$ cat src/selc_pkg.sv
// Shared constants and types for the exception and low-power sequencer
package selc_pkg;

	localparam int NIRQ = 8;

	// Register select codes on the register port
	localparam logic [1:0] REG_BRK_STATUS = 2'h0;
	localparam logic [1:0] REG_RST_CAUSE = 2'h1;
	localparam logic [1:0] REG_BRK_CTRL = 2'h2;

	// Field positions inside the 8-bit registers
	localparam int BIT_BRK_EXIT = 1;
	localparam int BIT_CLR_EN = 7;
	localparam int BIT_POR = 0;
	localparam int BIT_PIN = 1;
	localparam int BIT_WDOG = 2;
	localparam int BIT_BADOP = 3;
	localparam int BIT_BADADR = 4;
	localparam int BIT_LOWSUP = 5;

	// Reset values
	localparam logic [7:0] CAUSE_POR_ONLY = 8'h01;
	localparam logic [7:0] REG_ZERO = 8'h00;

	// Stop recovery lengths in clockgen_xclk cycles
	localparam int RCNT_W = 13;
	localparam logic [RCNT_W-1:0] RECOV_LONG_XCLK = 13'h1000;
	localparam logic [RCNT_W-1:0] RECOV_SHORT_XCLK = 13'h0020;
	localparam logic [RCNT_W-1:0] RCNT_ZERO = 13'h0000;
	localparam logic [RCNT_W-1:0] RCNT_ONE = 13'h0001;

	// Vector select codes: 0..7 hardware sources, 0 highest priority
	localparam logic [3:0] VEC_SOFT = 4'h8;
	localparam logic [3:0] VEC_NONE = 4'hF;

	typedef enum logic [5:0] {
		ST_RUN = 6'h01,
		ST_STACK = 6'h02,
		ST_WAIT = 6'h04,
		ST_STOP = 6'h08,
		ST_RECOV = 6'h10,
		ST_RESET = 6'h20
	} selc_state_e;

endpackage : selc_pkg

$ cat src/selc_exc_ctl.sv
// Exception sequencing, break flag protection, low-power control and status registers
`timescale 1ns/1ps
`default_nettype none

// How it works
// RULE1: Entry requests stacking and sets mask; return requests register restore.
// RULE2: Arbitration result latched at entry; held until stacking completes.
// RULE3: Hardware requests checked only at instruction end, unmasked and enabled.
// RULE4: Lowest numbered pending source wins when several are pending.
// RULE5: After return, pending requests are rechecked before the next instruction.
// RULE6: Index high register is never part of the stacking request.
// RULE7: Software interrupt starts entry regardless of the mask.
// RULE8: Software entry pushes PC, hardware entry pushes PC minus one.
// RULE9: Any reset source overrides everything and skips arbitration.
// RULE10: Break request forces entry through the software interrupt vector.
// RULE11: In break, other modules' flags clear only when break_clear_enable is set.
// RULE12: Flags cleared in break remain cleared after break ends.
// RULE13: Two-step clears stay blocked in break; second step works after break.
// RULE14: Wait or stop entry clears mask and stops CPU clocks.
// RULE15: Wait keeps peripheral clocks; enabled interrupt stacks one cycle later.
// RULE16: Reset or break ends wait and stop; break sets break_exit_flag.
// RULE17: Watchdog keeps running in wait when watchdog_disable is low.
// RULE18: Stop gates clock outputs, holds counter cleared, stacks after recovery.
// RULE19: Recovery is 4096 xclk cycles, or 32 with short_stop_recovery.
// RULE20: break_exit_flag clears on a written zero and on any reset.
// RULE21: Six reset cause flags clear on read; power-on sets only its own.
// RULE22: Flags: power-on, pin, watchdog, bad opcode, bad opcode address, low supply.
// RULE23: break_clear_enable is read/write; one allows clearing, zero blocks it.
// RULE24: Cause flags in bits 0..5, exit flag bit 1, unused bits read zero.
module selc_exc_ctl
	import selc_pkg::*;
(
	// Clock and reset
	input wire logic ref_clk,
	input wire logic nrst,
	// CPU core handshake
	input wire logic instr_done,
	input wire logic i_mask,
	input wire logic soft_irq_exec,
	input wire logic irq_return_exec,
	input wire logic wait_exec,
	input wire logic stop_exec,
	input wire logic stack_done,
	// Interrupting peripherals and break module
	input wire logic [NIRQ-1:0] irq_req,
	input wire logic [NIRQ-1:0] irq_en,
	input wire logic brk_req,
	// Configuration
	input wire logic watchdog_disable,
	input wire logic short_stop_recovery,
	// Reset sources
	input wire logic por_pulse,
	input wire logic ext_rst_n,
	input wire logic wdog_expire,
	input wire logic bad_opcode,
	input wire logic opcode_fetch,
	input wire logic unmapped_addr,
	input wire logic low_supply,
	// Crystal clock, sampled as a level
	input wire logic xclk,
	// Register port
	input wire logic [1:0] reg_sel,
	input wire logic reg_rd,
	input wire logic reg_wr,
	input wire logic [7:0] reg_wdata,
	output logic [7:0] reg_rdata,
	// Exception requests to the CPU
	output logic stack_req,
	output logic [3:0] vector_sel,
	output logic push_pc_minus1,
	output logic restore_req,
	output logic set_mask,
	output logic clr_mask,
	// Clock and mode controls
	output logic cpu_clk_en,
	output logic periph_clk_en,
	output logic clkgen_out_en,
	output logic clkgen_xclk_en,
	output logic wdog_run_en,
	output logic in_break,
	output logic flag_clear_allow,
	output logic sys_reset
);

	typedef struct packed {
		selc_state_e st;
		logic [1:0] pin_sy;
		logic [2:0] xc_sy;
		logic [RCNT_W-1:0] rcnt;
		logic wake_brk;
		logic post_rti;
		logic brk_exit;
		logic clr_en;
		logic [7:0] cause;
		logic [7:0] rdata;
		logic stack_req;
		logic [3:0] vec;
		logic pcm1;
		logic restore_req;
		logic set_mask;
		logic clr_mask;
		logic cpu_clk_en;
		logic periph_clk_en;
		logic out_en;
		logic xclk_en;
		logic wdog_en;
		logic in_break;
		logic clr_allow;
		logic sys_reset;
	} selc_regs_s;

	localparam selc_regs_s REGS_RST = '{
		st: ST_RESET, pin_sy: 2'h3, xc_sy: 3'h0, rcnt: RCNT_ZERO, wake_brk: 1'b0,
		post_rti: 1'b0, brk_exit: 1'b0, clr_en: 1'b0, cause: CAUSE_POR_ONLY,
		rdata: REG_ZERO, stack_req: 1'b0, vec: VEC_NONE, pcm1: 1'b0,
		restore_req: 1'b0, set_mask: 1'b0, clr_mask: 1'b0, cpu_clk_en: 1'b0,
		periph_clk_en: 1'b0, out_en: 1'b1, xclk_en: 1'b1, wdog_en: 1'b0,
		in_break: 1'b0, clr_allow: 1'b1, sys_reset: 1'b1
	};

	selc_regs_s s;
	selc_regs_s n;
	logic [NIRQ-1:0] hw_pend;
	logic hw_ok;
	logic rst_any;
	logic pin_rst;
	logic xtick;
	logic boundary;
	logic [RCNT_W-1:0] rlimit;
	logic [7:0] cause_hit;

	function automatic logic [3:0] pick(input logic [NIRQ-1:0] p);
		logic [3:0] r;
		r = VEC_NONE;
		for (int i = NIRQ - 1; i >= 0; i--) begin
			if (p[i]) begin
				r = 4'(i);
			end
		end
		return r;
	endfunction : pick

	always_comb begin
		n = s;
		n.stack_req = 1'b0;
		n.restore_req = 1'b0;
		n.set_mask = 1'b0;
		n.clr_mask = 1'b0;
		n.post_rti = 1'b0;
		n.pin_sy = {s.pin_sy[0], ext_rst_n};
		n.xc_sy = {s.xc_sy[1:0], xclk};
		pin_rst = ~s.pin_sy[1];
		xtick = s.xc_sy[1] & ~s.xc_sy[2];
		hw_pend = irq_req & irq_en;
		// RULE3 unmasked enabled check
		hw_ok = ~i_mask & (|hw_pend);
		boundary = instr_done | s.post_rti;
		// RULE19 recovery length select
		rlimit = short_stop_recovery ? RECOV_SHORT_XCLK : RECOV_LONG_XCLK;
		// RULE22 cause sources, RULE17 watchdog only when enabled
		cause_hit = REG_ZERO;
		cause_hit[BIT_POR] = por_pulse;
		cause_hit[BIT_PIN] = pin_rst;
		cause_hit[BIT_WDOG] = wdog_expire & ~watchdog_disable;
		cause_hit[BIT_BADOP] = bad_opcode;
		cause_hit[BIT_BADADR] = opcode_fetch & unmapped_addr;
		cause_hit[BIT_LOWSUP] = low_supply;
		rst_any = |cause_hit;

		// Register port; hardware sets below win over these clears
		if (reg_rd) begin
			unique case (reg_sel)
				REG_BRK_STATUS: n.rdata = 8'(s.brk_exit) << BIT_BRK_EXIT;
				REG_RST_CAUSE: n.rdata = s.cause;
				REG_BRK_CTRL: n.rdata = 8'(s.clr_en) << BIT_CLR_EN;
				default: n.rdata = REG_ZERO;
			endcase
			// RULE21 read clears cause flags
			if (reg_sel == REG_RST_CAUSE) begin
				n.cause = REG_ZERO;
			end
		end
		if (reg_wr) begin
			// RULE20 written zero clears exit flag
			if (reg_sel == REG_BRK_STATUS && !reg_wdata[BIT_BRK_EXIT]) begin
				n.brk_exit = 1'b0;
			end
			// RULE23 clear enable write
			if (reg_sel == REG_BRK_CTRL) begin
				n.clr_en = reg_wdata[BIT_CLR_EN];
			end
		end

		unique case (s.st)
			ST_RUN: begin
				if (boundary) begin
					// RULE10 break forced through soft vector
					if (brk_req) begin
						n.vec = VEC_SOFT;
						n.pcm1 = 1'b0;
						n.in_break = 1'b1;
						n.st = ST_STACK;
					// RULE7 software entry ignores mask
					end else if (soft_irq_exec) begin
						n.vec = VEC_SOFT;
						n.pcm1 = 1'b0;
						n.st = ST_STACK;
					// RULE1 restore on return, RULE5 recheck next cycle
					end else if (irq_return_exec) begin
						n.restore_req = 1'b1;
						n.post_rti = 1'b1;
						n.in_break = 1'b0;
					// RULE14 low-power entry clears mask
					end else if (wait_exec) begin
						n.clr_mask = 1'b1;
						n.st = ST_WAIT;
					end else if (stop_exec) begin
						n.clr_mask = 1'b1;
						n.rcnt = RCNT_ZERO;
						n.st = ST_STOP;
					// RULE4 highest priority, RULE8 PC minus one
					end else if (hw_ok) begin
						n.vec = pick(hw_pend);
						n.pcm1 = 1'b1;
						n.st = ST_STACK;
					end
				end
			end
			ST_STACK: begin
				// RULE2 latched choice held until serviced
				if (stack_done) begin
					n.st = ST_RUN;
				end
			end
			ST_WAIT: begin
				// RULE16 break exit sets flag, RULE15 wake
				if (brk_req) begin
					n.brk_exit = 1'b1;
					n.vec = VEC_SOFT;
					n.pcm1 = 1'b0;
					n.in_break = 1'b1;
					n.st = ST_STACK;
				end else if (hw_ok) begin
					n.vec = pick(hw_pend);
					n.pcm1 = 1'b1;
					n.st = ST_STACK;
				end
			end
			ST_STOP: begin
				// RULE18 counter held cleared until wake
				n.rcnt = RCNT_ZERO;
				if (brk_req) begin
					n.brk_exit = 1'b1;
					n.wake_brk = 1'b1;
					n.st = ST_RECOV;
				end else if (hw_ok) begin
					n.wake_brk = 1'b0;
					n.st = ST_RECOV;
				end
			end
			ST_RECOV: begin
				// RULE18 stacking only after recovery, RULE19
				if (s.rcnt == rlimit) begin
					if (s.wake_brk) begin
						n.vec = VEC_SOFT;
						n.pcm1 = 1'b0;
						n.in_break = 1'b1;
						n.st = ST_STACK;
					end else if (|hw_pend) begin
						n.vec = pick(hw_pend);
						n.pcm1 = 1'b1;
						n.st = ST_STACK;
					end else begin
						n.st = ST_RUN;
					end
				end else if (xtick) begin
					n.rcnt = s.rcnt + RCNT_ONE;
				end
			end
			ST_RESET: begin
				if (!rst_any) begin
					n.st = ST_RUN;
				end
			end
		endcase

		// RULE1 entry sets mask; RULE6 index high never requested
		if (s.st != ST_STACK && n.st == ST_STACK) begin
			n.stack_req = 1'b1;
			n.set_mask = 1'b1;
		end

		// RULE9 reset overrides all exception activity
		if (rst_any) begin
			n.st = ST_RESET;
			n.stack_req = 1'b0;
			n.set_mask = 1'b0;
			n.restore_req = 1'b0;
			n.clr_mask = 1'b0;
			n.vec = VEC_NONE;
			n.in_break = 1'b0;
			n.wake_brk = 1'b0;
			n.clr_en = 1'b0;
			// RULE20 any reset clears exit flag
			n.brk_exit = 1'b0;
			// RULE21 power-on clears others, RULE24 bit layout
			n.cause = por_pulse ? CAUSE_POR_ONLY : (n.cause | cause_hit);
		end

		// RULE14 CPU unclocked in wait and stop, RULE15 peripherals run in wait
		n.cpu_clk_en = (n.st == ST_RUN) || (n.st == ST_STACK);
		n.periph_clk_en = (n.st != ST_STOP) && (n.st != ST_RECOV) && (n.st != ST_RESET);
		// RULE18 clock generator outputs gated in stop
		n.out_en = (n.st != ST_STOP) && (n.st != ST_RECOV);
		n.xclk_en = n.st != ST_STOP;
		// RULE17 watchdog active in wait
		n.wdog_en = ~watchdog_disable && n.st != ST_STOP && n.st != ST_RECOV;
		// RULE11 RULE12 RULE13 clearing gate for other modules
		n.clr_allow = ~n.in_break | n.clr_en;
		n.sys_reset = n.st == ST_RESET;
	end

	always_ff @(posedge ref_clk or negedge nrst) begin
		if (!nrst) begin
			s <= REGS_RST;
		end else begin
			s <= n;
		end
	end

	assign reg_rdata = s.rdata;
	assign stack_req = s.stack_req;
	assign vector_sel = s.vec;
	assign push_pc_minus1 = s.pcm1;
	assign restore_req = s.restore_req;
	assign set_mask = s.set_mask;
	assign clr_mask = s.clr_mask;
	assign cpu_clk_en = s.cpu_clk_en;
	assign periph_clk_en = s.periph_clk_en;
	assign clkgen_out_en = s.out_en;
	assign clkgen_xclk_en = s.xclk_en;
	assign wdog_run_en = s.wdog_en;
	assign in_break = s.in_break;
	assign flag_clear_allow = s.clr_allow;
	assign sys_reset = s.sys_reset;
endmodule : selc_exc_ctl

`default_nettype wire

$ cat config.mk
export PLATFORM = sky130hd
export DESIGN_NAME = selc_exc_ctl
export DESIGN_NICKNAME = d
export VERILOG_FILES = /design/src/selc_pkg.sv /design/src/selc_exc_ctl.sv
export SDC_FILE = /design/constraint.sdc
export NUM_CORES = 1
export LEC_CHECK = 0
export BUFFER_PORTS_ARGS = -buffer_cell sky130_fd_sc_hd__clkbuf_2
export CAP_MARGIN = 30
export CORE_MARGIN = 2
export CORE_UTILIZATION = 40
export CTS_BUF_LIST = sky130_fd_sc_hd__clkbuf_2 sky130_fd_sc_hd__clkbuf_4 sky130_fd_sc_hd__clkbuf_8
export CTS_CLUSTER_DIAMETER = 120
export CTS_CLUSTER_SIZE = 25
export DETAILED_ROUTE_END_ITERATION = 10
export GPL_TIMING_DRIVEN = 0
export PLACE_DENSITY = 0.63
export SYNTH_ARGS = -nofsm -noshare
export SYNTH_HDL_FRONTEND = slang
export SYNTH_SLANG_ARGS = --single-unit
$ cat constraint.sdc
create_clock -name ref_clk -period 2.9 [get_ports ref_clk]
set_clock_uncertainty 0.2 [all_clocks]
set_input_delay 0 -clock ref_clk [delete_from_list [all_inputs] [get_ports ref_clk]]
set_output_delay 0 -clock ref_clk [all_outputs]
set_load 0.05 [all_outputs]
---- After elaboration in Yosys (flattened, before gate mapping) ----
Cells that the tools add are included.
storage, ports and cells
  bits in writable memories ............... 0
  input port bits ......................... 48
  memories ................................ 0
  bits in latches ......................... 0
  logic and storage cells ................. 181
  bits in read-only memories .............. 0
  output and inout port bits .............. 25
  register bits ........................... 61
operators by class
  multiply operators ...................... 0
  divide/modulo/power cells ............... 0
  shift-type cells ........................ 0
  bitwise logic cells ..................... 13
  $add $sub $neg .......................... 1
  muxes and demuxes ....................... 86
  reduce and logical (&&, ||, !) cells .... 21
  magnitude comparators ................... 0
  equality and inequality tests ........... 36
operators with widths
  cell                     number
  $mux W13                 9
  $mux W6                  15
  $mux W5                  11
  $pmux W13 S3             1
  $pmux W6 S6              1
  $mux W4                  8
  $mux W1                  30
  $pmux W8 S3              1
  $eq A6 B2 Y1 const B     3
  $ne A2 B2 Y1 const B     9
  $mux W16                 1
  $mux W8                  2
  $ne A4 B4 Y1 const B     4
  $ne A5 B5 Y1 const B     3
  $pmux W5 S3              1
  $reduce_and A7 Y1        2
  $add A13 B1 Y13 const B  1
  $eq A13 B13 Y1           1
  $eq A6 B1 Y1 const B     2
  $eq A6 B6 Y1 const B     2
  $mux W10                 1
  $ne A3 B3 Y1 const B     3
  $reduce_and A9 Y1        1
  $reduce_bool A3 Y1       3
  27 further kinds         42

---- Longest topological paths before layout ----
Gate-level depths: netlist of the first run.
  word-level depth ........................ 18
  depth in mapped cells ................... 10

---- Worst setup path after synthesis of the first run ----
No wires, ideal clock.
  kind .................................... register -> register
  start ................................... reg s[55] (netlist bit)
  end ..................................... reg s (netlist bit periph_clk_en)
  path slack .............................. 0.312 ns
  required time ........................... 2.581 ns
  arrival time ............................ 2.269 ns
  stages on the path, launching flop included .. 8
  library setup time ...................... 0.119 ns
  cells stage by stage .................... dfrtp_1 -> buf_6 -> or4_4 -> or3b_4 -> and3_1 -> a221oi_2 -> nand4_1 -> o21a_1
RTL lines
  what                    RTL line             text
  start, declared         selc_exc_ctl.sv:121  selc_regs_s s;
  start signal, assigned  selc_exc_ctl.sv:327  s <= n;

==> flow_metrics.tcl, run 1 <==
set metrics [dict create \
    timing.reg2reg.setup_slack_ps 90 \
    cp-start-kind "flop" \
    grt_max_degree 61 \
    crit_slowest_cell "or4_4" \
    diodes 0 \
    cp_max_fo 8 \
    r2r_cells 7 \
    worst_slack_ps 90.3 \
    initial_utilization 0.415 \
    rows 32 \
    final_common_cell "clkbuf_2" \
    final_cells 560 \
    antenna_found_initial 0 \
    routed_wl_um 8020 \
    crit_start "s[56]$_DFF_PN0_" \
    synthesis.nets 389 \
    setup_viol_count_final 0 \
    endpoint "clkgen_xclk_en$_DFF_PN1_" \
    pwr-share-seq 0.496 \
    synth_xor_area_frac 0.0353 \
    netlist_area_sq_um 3220 \
    switching_share 0.274 \
    worst_r2r_endpoint "clkgen_xclk_en$_DFF_PN1_" \
    cp_cell_sequence "or4_4, or3b_4, and3_1, a221oi_4, buf_4, and2_1, nand4b_1" \
    p_leak_nw 1.96 \
    grt_overflow_total 0 \
    clock-sinks 60 \
    combinationalPowerShare 0.121 \
    fin_crit_sh 0.969 \
    grt_first_pass_wirelength_um 13400 \
    synth_edf_count 0 \
    synthFlopType "dfrtp_1" \
    crit_family "simple AND/OR/NAND/NOR gates" \
    numCtsBuffers 9 \
    yosys.area_share.adder 0.00776 \
    final_core_utilization 0.556 \
    drv_cap 0 \
    worstSetupPathType "reg2reg" \
    slew_violations 0 \
    dpl.hpwl_um 5300 \
    power_frac_clock 0.383 \
    viasPerCell 5.10 \
    yosysSeqAreaShare 0.470 \
    status "complete, no violations" \
    min_from "opcode_fetch" \
    numPortBuffers 63 \
    die_w_um 93.8 \
    grt_pass1_vias 2840 \
    synth_top_area_cell "dfrtp_1" \
    power.density_nw_per_um2 402 \
    hold-worst-slack_ps 10.9 \
    grt_use_total 0.197 \
    worst_ep_arrival_time_ps 2850 \
    die-area_sq_um 8790 \
    clockBufferDepth 2 \
    ys_warn_count 0 \
    postLayoutCellArea_sq_um 4320 \
    synth_top_family_by_area "simple AND/OR/NAND/NOR gates" \
    synth_cell_types 61 \
    synth.mux.area_fraction 0.0163 \
    synth_top_area_share 0.373 \
    r2r-start "s[56]$_DFF_PN0_" \
    cpPeakStageDelay_ps 590 \
    num_vias 2858 \
    fmax_ghz 0.356 \
    drt-wirelength-per-cell_um 14.3 \
    p_sw_mw 0.476 \
    power_mw 1.74 \
    layout_min_cycle_time_ps 2810 \
    layout_common_cells "63 x clkbuf_2, 46 x dfrtp_1, 41 x dlygate4sd3_1" \
    critical_path_buf_inv_count 1 \
    die_h_um 93.8 \
    synth-compound-area-share 0.179 \
    setup_tns_ps 0 \
    first_pass_iters 4 \
    synth_async_sr_flop_share 1.00 \
    syn_to_final_growth_pct 34.0 \
    cts_tree "yes" \
    worstSetupPathDepth 7 \
    ant_nets 0 \
    vdd_drop_max_mv 0.242 \
    dpl_cell_area_sq_um 3670 \
    crit_required_ps 2940 \
    p_int_mw 1.26 \
    synthSimpleGateAreaFrac 0.225 \
    drive_above_1_share 0.286 \
    finalHoldViolations 0 \
    ys_ff_latch 60 \
    rsz0062_at_grt "false" \
    io_pins 73 \
    layout.nets 503 \
    timing.hold.worst_path_depth 4 \
    hold_path_class "in2reg" \
    core_area_sq_um 7770 \
    post-place-ws_ps 18.4 \
    crit_path_end_kind "flop" \
    cts-root-buf "clkbuf_8" \
    placed_cells 504 \
    clock_latency_ps 350 \
    routabilityCongestion 0.929 \
    tightestPinTransition_ps 794 \
    syn_area_per_cell_sq_um 9.51 \
    path_clk_slew_ps 70 \
    dr.first_iter.drc_count 143 \
    drc 0 \
    htree_levels 3 \
    synthTopCellsByArea "dfrtp_1 37%, dfstp_2 9.8%, nor2_1 3.8%, o21ai_0 3.7%, nand2_1 3.6%" \
    slew_headroom 0.471 \
    synthCells 339 \
]
-- tightest hold or removal path, cell delays in order --
cell	delay (ps)
clkbuf_2	80
nand2_1	80
and3_1	260
nand2_1	90
-- timing repair --
item / in CTS / in global routing
endpoints found under the setup margin: 2 / 22
pin swaps: 0 / 3
hold buffers: 41 / 0
buffers inserted: 0 / 2
gates resized for setup: 1 / 12
endpoints found under the hold margin: 81 / 0
-- power groups by stage --
| stage | clock network, mW | logic (mW) | registers, mW |
|---|---|---|---|
| 2_1_floorplan | 0 | 0.0903 | 0.880 |
| 3_3_place_gp | 0 | 0.163 | 0.877 |
| 3_5_place_dp | 0 | 0.166 | 0.877 |
| 4_1_cts | 0.696 | 0.208 | 0.862 |
| 5_1_grt | 0.739 | 0.233 | 0.864 |
| 6_report | 0.665 | 0.211 | 0.862 |
-- cells in the mapped netlist, types with 6 or more instances --
| master | count |
|---|---|
| and3_1 | 6 |
| dfstp_2 | 12 |
| nand3_1 | 7 |
| xor2_1 | 9 |
| o21ai_0 | 24 |
| clkbuf_1 | 12 |
| nor3_1 | 7 |
| a21oi_1 | 20 |
| buf_4 | 13 |
| nand2_1 | 31 |
| nand2b_1 | 6 |
| nor2_1 | 33 |
| nand3b_1 | 9 |
| dfrtp_1 | 48 |
| inv_1 | 15 |
| nand4_1 | 7 |
-- registers in the layout (all words and copies together) (netlist names), 3 cells and up --
register and count:
s 33, n 3, reg_rdata 8, vector_sel 4
-- worst min-delay path by stage --
stage,end,slack [ps]
2_1_floorplan,clr_mask$_DFF_PN0_,-500
3_3_place_gp,n[54]$_DFF_PN1_,-110
3_5_place_dp,n[54]$_DFF_PN1_,-110
4_1_cts,vector_sel[2]$_DFFE_PN1P_,30
5_1_grt,vector_sel[2]$_DFFE_PN1P_,30
6_report,vector_sel[2]$_DFFE_PN1P_,10
-- area by class of cell --
class / count / area (sq um)
Buffer: 24 / 148
Tap cell: 102 / 128
Clock buffer: 9 / 124
Inverter: 15 / 56.3
Fill cell: 701 / 3450
Sequential cell: 60 / 1520
Multi-Input combinational cell: 237 / 1550
Timing Repair Buffer: 106 / 743
Clock inverter: 7 / 52.6
-- per-layer routing --
metal	global-route usage	wire, um	vias up
li1	-	-	1428
met1	0.243	3430	1351
met2	0.336	4110	70
met3	0.0498	352	9
met4	0.0664	127	0
met5	0	0	-
-- kinds of logic (layout without fill, tap and decap cells) --
| kind of cell | count (synthesis) | after routing |
|---|---|---|
| DFF | 60 | 60 |
| and+or+nand+nor | 134 | 134 |
| adders and majority gates | 2 | 2 |
| xor gates and xnor gates | 13 | 13 |
| AOI/OAI and AO/OA | 83 | 83 |
| muxes | 5 | 5 |
| buffers and inverters | 42 | 161 |
Note: power is estimated with default switching activity, not from simulation.
==> run 2: changes to the inputs <==
--- a/config.mk
+++ b/config.mk
@@ -13,7 +13,6 @@
 export CTS_CLUSTER_DIAMETER = 120
 export CTS_CLUSTER_SIZE = 25
 export DETAILED_ROUTE_END_ITERATION = 10
-export GPL_TIMING_DRIVEN = 0
 export PLACE_DENSITY = 0.63
 export SYNTH_ARGS = -nofsm -noshare
 export SYNTH_HDL_FRONTEND = slang
==> run 2 against run 1 <==
Compared with the run above: cell area is 3.6% lower; largest cell class is now registers; sequential share of layout area rose by 1.2 points; die area stayed put; via count decreased by 1.5%; sequential cell count is the same; power is 1.4% lower; global-route usage is 1.6 points lower; hold slack better by 60 ps; highest routed layer unchanged; core utilization fell by 2.0 points.
==> flow_metrics.tcl, run 2 (same netlist as run 1, synthesis figures left out) <==
set metrics [dict create \
    cp_cell_sequence "or4_4, or3b_4, and3_1, a221oi_2, nand4_1, o21ba_1" \
    die-area_sq_um 8790 \
    layout_min_cycle_time_ps 2770 \
    slew_violations 0 \
    num_vias 2816 \
    dpl.hpwl_um 5280 \
    crit_slowest_cell "or4_4" \
    crit_start "s[55]$_DFF_PN0_" \
    drive_above_1_share 0.271 \
    power_frac_clock 0.382 \
    vdd_drop_max_mv 0.221 \
    combinationalPowerShare 0.115 \
    crit_required_ps 2940 \
    status "complete, no violations" \
    layout_common_cells "66 x clkbuf_2, 48 x dfrtp_1, 37 x dlygate4sd3_1" \
    r2r-start "s[55]$_DFF_PN0_" \
    routabilityCongestion 0.912 \
    cpPeakStageDelay_ps 590 \
    cts_tree "yes" \
    p_int_mw 1.25 \
    clock-sinks 60 \
    post_cts_buffers 0 \
    fin_crit_sh 0.954 \
    p_sw_mw 0.461 \
    grt_use_total 0.181 \
    final_common_cell "clkbuf_2" \
    first_pass_iters 6 \
    cp-start-kind "flop" \
    largest_register_ff_count 33 \
    top_register "s" \
    grt_first_pass_wirelength_um 12500 \
    path_clk_slew_ps 70 \
    drc 0 \
    pwr-share-seq 0.503 \
    fillers 702 \
    initial_utilization 0.415 \
    slew_headroom 0.513 \
    clock_latency_ps 340 \
    worstSetupPathType "reg2reg" \
    ant_nets 0 \
    min_from "irq_req[0]" \
    routed_wl_um 7450 \
    cts-root-buf "clkbuf_8" \
    drt-wirelength-per-cell_um 13.7 \
    diodes 0 \
    clockBufferDepth 2 \
    antenna_found_initial 0 \
    die_w_um 93.8 \
    drv_cap 0 \
    die_h_um 93.8 \
    dr.first_iter.drc_count 155 \
    core_area_sq_um 7770 \
    seq_area_sq_um 1520 \
    htree_levels 3 \
    setup_tns_ps 0 \
    setup_viol_count_final 0 \
    crit_path_end_kind "flop" \
    worst_ep_arrival_time_ps 2810 \
    layout.nets 488 \
    cp_max_fo 9 \
    power.density_nw_per_um2 412 \
    syn_to_final_growth_pct 29.2 \
    fmax_ghz 0.361 \
    hold_path_class "in2reg" \
    viasPerCell 5.17 \
    rows 32 \
    multi_input_area_sq_um 1500 \
    tightestPinTransition_ps 730 \
    finalHoldViolations 0 \
    grt_overflow_total 0 \
    switching_share 0.269 \
    grt_max_degree 61 \
    rsz0062_at_grt "false" \
    numCtsBuffers 9 \
    numPortBuffers 66 \
    io_pins 73 \
    p_leak_nw 1.91 \
    power_mw 1.71 \
    grt_pass1_vias 2860 \
]
-- run 2: layer usage --
| metal | vias up | track usage | wire (um) |
|---|---|---|---|
| met5 | - | 0 | 0 |
| met4 | 0 | 0.0809 | 140 |
| met3 | 12 | 0.0433 | 339 |
| met2 | 58 | 0.315 | 3740 |
| met1 | 1352 | 0.211 | 3230 |
| li1 | 1394 | - | - |
-- run 2: power by group through the flow --
stage	combinational [mW]	clock [mW]	sequential, mW
global route	0.219	0.717	0.864
floorplan	0.0903	0	0.880
detailed placement	0.160	0	0.878
CTS	0.198	0.681	0.862
finish	0.197	0.655	0.863
global placement	0.158	0	0.877
-- run 2: critical path, delay by kind of cell (launching register included) --
| family | cells | cell delay, ps |
|---|---|---|
| simple gates | 4 | 1400 |
| compound gates | 2 | 600 |
| flops | 1 | 470 |
-- run 2: worst paths after layout --
path | to | slack [ps] | depth (start not counted)
min reg2reg | n[52]$_DFF_PN0_ | 150 | 0
max | wdog_run_en$_DFF_PN0_ | 130 | 6
max in group asynchronous | s[45]$_DFFE_PN0P_ | 1880 | 3
max reg2reg | wdog_run_en$_DFF_PN0_ | 130 | 6
min in group asynchronous | push_pc_minus1$_DFFE_PN0P_ | 130 | 3
min | vector_sel[2]$_DFFE_PN1P_ | 70 | 6
-- run 2: what timing repair did --
item                                   4_1_cts  5_1_grt
gates resized for setup                      0        1
hold buffers                                37        0
endpoints found under the hold margin       78        0
setup endpoints to repair                    0        1
-- run 2: final cells by class --
cell class	instances	area share
Inverter	15	0.0135
Clock inverter	7	0.0126
Multi-Input combinational cell	237	0.360
Clock buffer	9	0.0297
Sequential cell	60	0.364
Timing Repair Buffer	115	0.190
Tap cell	102	0.0306
-- run 2: metrics by stage --
stage	area, sq um	hold WS [ps]	util	cells	setup WS [ps]
final	4170	70.9	0.536	545	132
after global routing	4170	78.4	0.536	545	8.69
after CTS	4160	32.0	0.536	545	109
after detailed placement	3610	-111	0.465	492	115
after global placement	3610	-112	0.465	492	175
after floorplan	3220	-496	-	339	312
==> run 3: changes to the inputs <==
--- a/config.mk
+++ b/config.mk
@@ -7,12 +7,15 @@
 export LEC_CHECK = 0
 export BUFFER_PORTS_ARGS = -buffer_cell sky130_fd_sc_hd__clkbuf_2
 export CAP_MARGIN = 30
+export CORE_ASPECT_RATIO = 0.9
 export CORE_MARGIN = 2
 export CORE_UTILIZATION = 40
 export CTS_BUF_LIST = sky130_fd_sc_hd__clkbuf_2 sky130_fd_sc_hd__clkbuf_4 sky130_fd_sc_hd__clkbuf_8
 export CTS_CLUSTER_DIAMETER = 120
 export CTS_CLUSTER_SIZE = 25
 export DETAILED_ROUTE_END_ITERATION = 10
+export GPL_ROUTABILITY_DRIVEN = 0
+export GPL_TIMING_DRIVEN = 0
 export PLACE_DENSITY = 0.63
 export SYNTH_ARGS = -nofsm -noshare
 export SYNTH_HDL_FRONTEND = slang
==> run 3 against run 2 <==
Compared with the run above: final cell count grew 3.3%; clock power up 11%; power up 5.4%; setup slack worse by 62 ps; cell area increased by 5.2%; die area barely moved; non-clock buffer count increased by 21; largest cell class is now multi-input gates; largest power group unchanged; highest routed layer unchanged.
==> flow_metrics.tcl, run 3 (same netlist as run 1, synthesis figures left out) <==
set metrics [dict create \
    tightestPinTransition_ps 801 \
    viasPerCell 5.24 \
    slew_headroom 0.466 \
    grt_first_pass_wirelength_um 13200 \
    htree_levels 3 \
    die_h_um 89.2 \
    dpl_cell_area_sq_um 3670 \
    crit_slowest_cell "or4_4" \
    p_int_mw 1.34 \
    worst_r2r_endpoint "periph_clk_en$_DFF_PN0_" \
    io_pins 73 \
    top_register "s" \
    combinationalPowerShare 0.120 \
    routed_wl_um 8320 \
    power_mw 1.81 \
    final_common_cell "clkbuf_2" \
    cp_cell_sequence "clkbuf_1, or4_4, or3b_4, and3_1, a221oi_4, nand4_1, o21a_1" \
    status "complete, no violations" \
    worstSetupPathType "reg2reg" \
    rows 31 \
    timing.reg2reg.setup_slack_ps 70 \
    power_frac_clock 0.402 \
    postLayoutCellArea_sq_um 4380 \
    clockBufferDepth 2 \
    num_vias 2948 \
    crit_path_end_kind "flop" \
    hold-worst-slack_ps 1.05 \
    numCtsBuffers 9 \
    layout_min_cycle_time_ps 2830 \
    path_clk_slew_ps 70 \
    layout_common_cells "62 x clkbuf_2, 48 x dfrtp_1, 44 x dlygate4sd3_1" \
    drive_above_1_share 0.280 \
    p_sw_mw 0.463 \
    drt-wirelength-per-cell_um 14.8 \
    syn_to_final_growth_pct 36.0 \
    drv_cap 0 \
    grt_max_degree 61 \
    die-area_sq_um 8800 \
    setup_tns_ps 0 \
    crit_required_ps 2930 \
    cts_tree "yes" \
    holdPathEnd "vector_sel[2]$_DFFE_PN1P_" \
    layout.nets 509 \
    dr.first_iter.drc_count 193 \
    rsz0062_at_grt "true" \
    antenna_found_initial 0 \
    cpPeakStageDelay_ps 570 \
    first_pass_iters 4 \
    drc 0 \
    r2r-start "s[60]$_DFF_PN1_" \
    setup_viol_count_final 0 \
    ant_nets 0 \
    grt_use_total 0.192 \
    min_from "opcode_fetch" \
    numPortBuffers 63 \
    clock_latency_ps 340 \
    largest_register_ff_count 33 \
    grt_overflow_total 0 \
    r2r_cells 7 \
    cts-root-buf "clkbuf_8" \
    pwr-share-seq 0.477 \
    initial_utilization 0.406 \
    fmax_ghz 0.353 \
    core_area_sq_um 7950 \
    clock-sinks 60 \
    slew_violations 0 \
    finalHoldViolations 0 \
    p_leak_nw 1.98 \
    dpl.hpwl_um 5500 \
    switching_share 0.256 \
    cp_max_fo 8 \
    cp-start-kind "flop" \
    diodes 0 \
    power.density_nw_per_um2 412 \
    final_core_utilization 0.551 \
    vdd_drop_max_mv 0.302 \
    die_w_um 98.6 \
    timing.hold.worst_path_depth 4 \
    grt_pass1_vias 2801 \
    fin_crit_sh 0.976 \
    hold_path_class "in2reg" \
    worst_ep_arrival_time_ps 2860 \
]
[run 3: cell count changes in the layout (fill, tap and decap cells not counted), moves of 2 or more]
cell           change
buf_4              +6
clkbuf_1           +9
clkbuf_2           -4
clkinv_4           -3
clkinvlp_4         +2
dlygate4sd3_1      +7
nor3b_1            -2
nor4_1             -2
[run 3: final cells by class]
| cell class | count | area (sq um) |
|---|---|---|
| flip-flops and latches | 60 | 1520 |
| well taps | 99 | 124 |
| multi-input cells | 237 | 1550 |
| plain buffers | 24 | 146 |
| clock buffers | 9 | 124 |
| inverters | 15 | 56.3 |
| clock inverters | 7 | 67.6 |
| repair buffers | 112 | 796 |
| fillers | 700 | 3570 |
[run 3: through the flow]
stage / worst slack [ps] / cells
after detailed placement: -70.7 / 501
final: 70.3 / 563
after global routing: -19.1 / 563
after CTS: 26.6 / 561
after global placement: -8.72 / 501
after floorplan: 312 / 339
[run 3: critical path: cells and delay by family (launching register included)]
family / cells / cell delay [ps]
DFF: 1 / 360
buffers and inverters: 1 / 190
AOI/OAI and AO/OA: 2 / 580
and+or+nand+nor: 4 / 1400
[run 3: power by group through the flow]
stage / sequential [mW] / clock [mW] / combinational, mW
after CTS: 0.862 / 0.756 / 0.213
after global routing: 0.864 / 0.783 / 0.238
final: 0.863 / 0.727 / 0.217
after floorplan: 0.880 / 0 / 0.0903
after detailed placement: 0.878 / 0 / 0.167
after global placement: 0.877 / 0 / 0.164
[run 3: worst max path at each step]
stage | endpoint | from | slack (ps) | cells after the start
after global routing | set_mask$_DFF_PN0_ | s[57]$_DFF_PN0_ | -20 | 7
after global placement | s[49]$_DFFE_PN0P_ | s[58]$_DFF_PN0_ | -9 | 9
after CTS | s[49]$_DFFE_PN0P_ | s[58]$_DFF_PN0_ | 30 | 9
after detailed placement | vector_sel[1]$_DFFE_PN1P_ | s[60]$_DFF_PN1_ | -70 | 8
after floorplan | periph_clk_en$_DFF_PN0_ | s[55]$_DFF_PN0_ | 310 | 7
final | periph_clk_en$_DFF_PN0_ | s[60]$_DFF_PN1_ | 70 | 7
[run 3: what timing repair did]
item                                   4_1_cts  5_1_grt
setup endpoints to repair                    7       19
cloned                                       0        0
buffers inserted                             0        5
gates resized for setup                      2        8
hold buffers                                44        0
pin swaps                                    0        3
endpoints found under the hold margin       79        0
[run 3: layer usage]
layer,part of all wire,wire (um),vias to the layer above,global-route usage
met2,0.50,4140,61,0.327
met1,0.45,3770,1443,0.243
li1,-,-,1435,-
met5,0,0,-,0
met4,0.012,99,0,0.0772
met3,0.037,304,9,0.0399
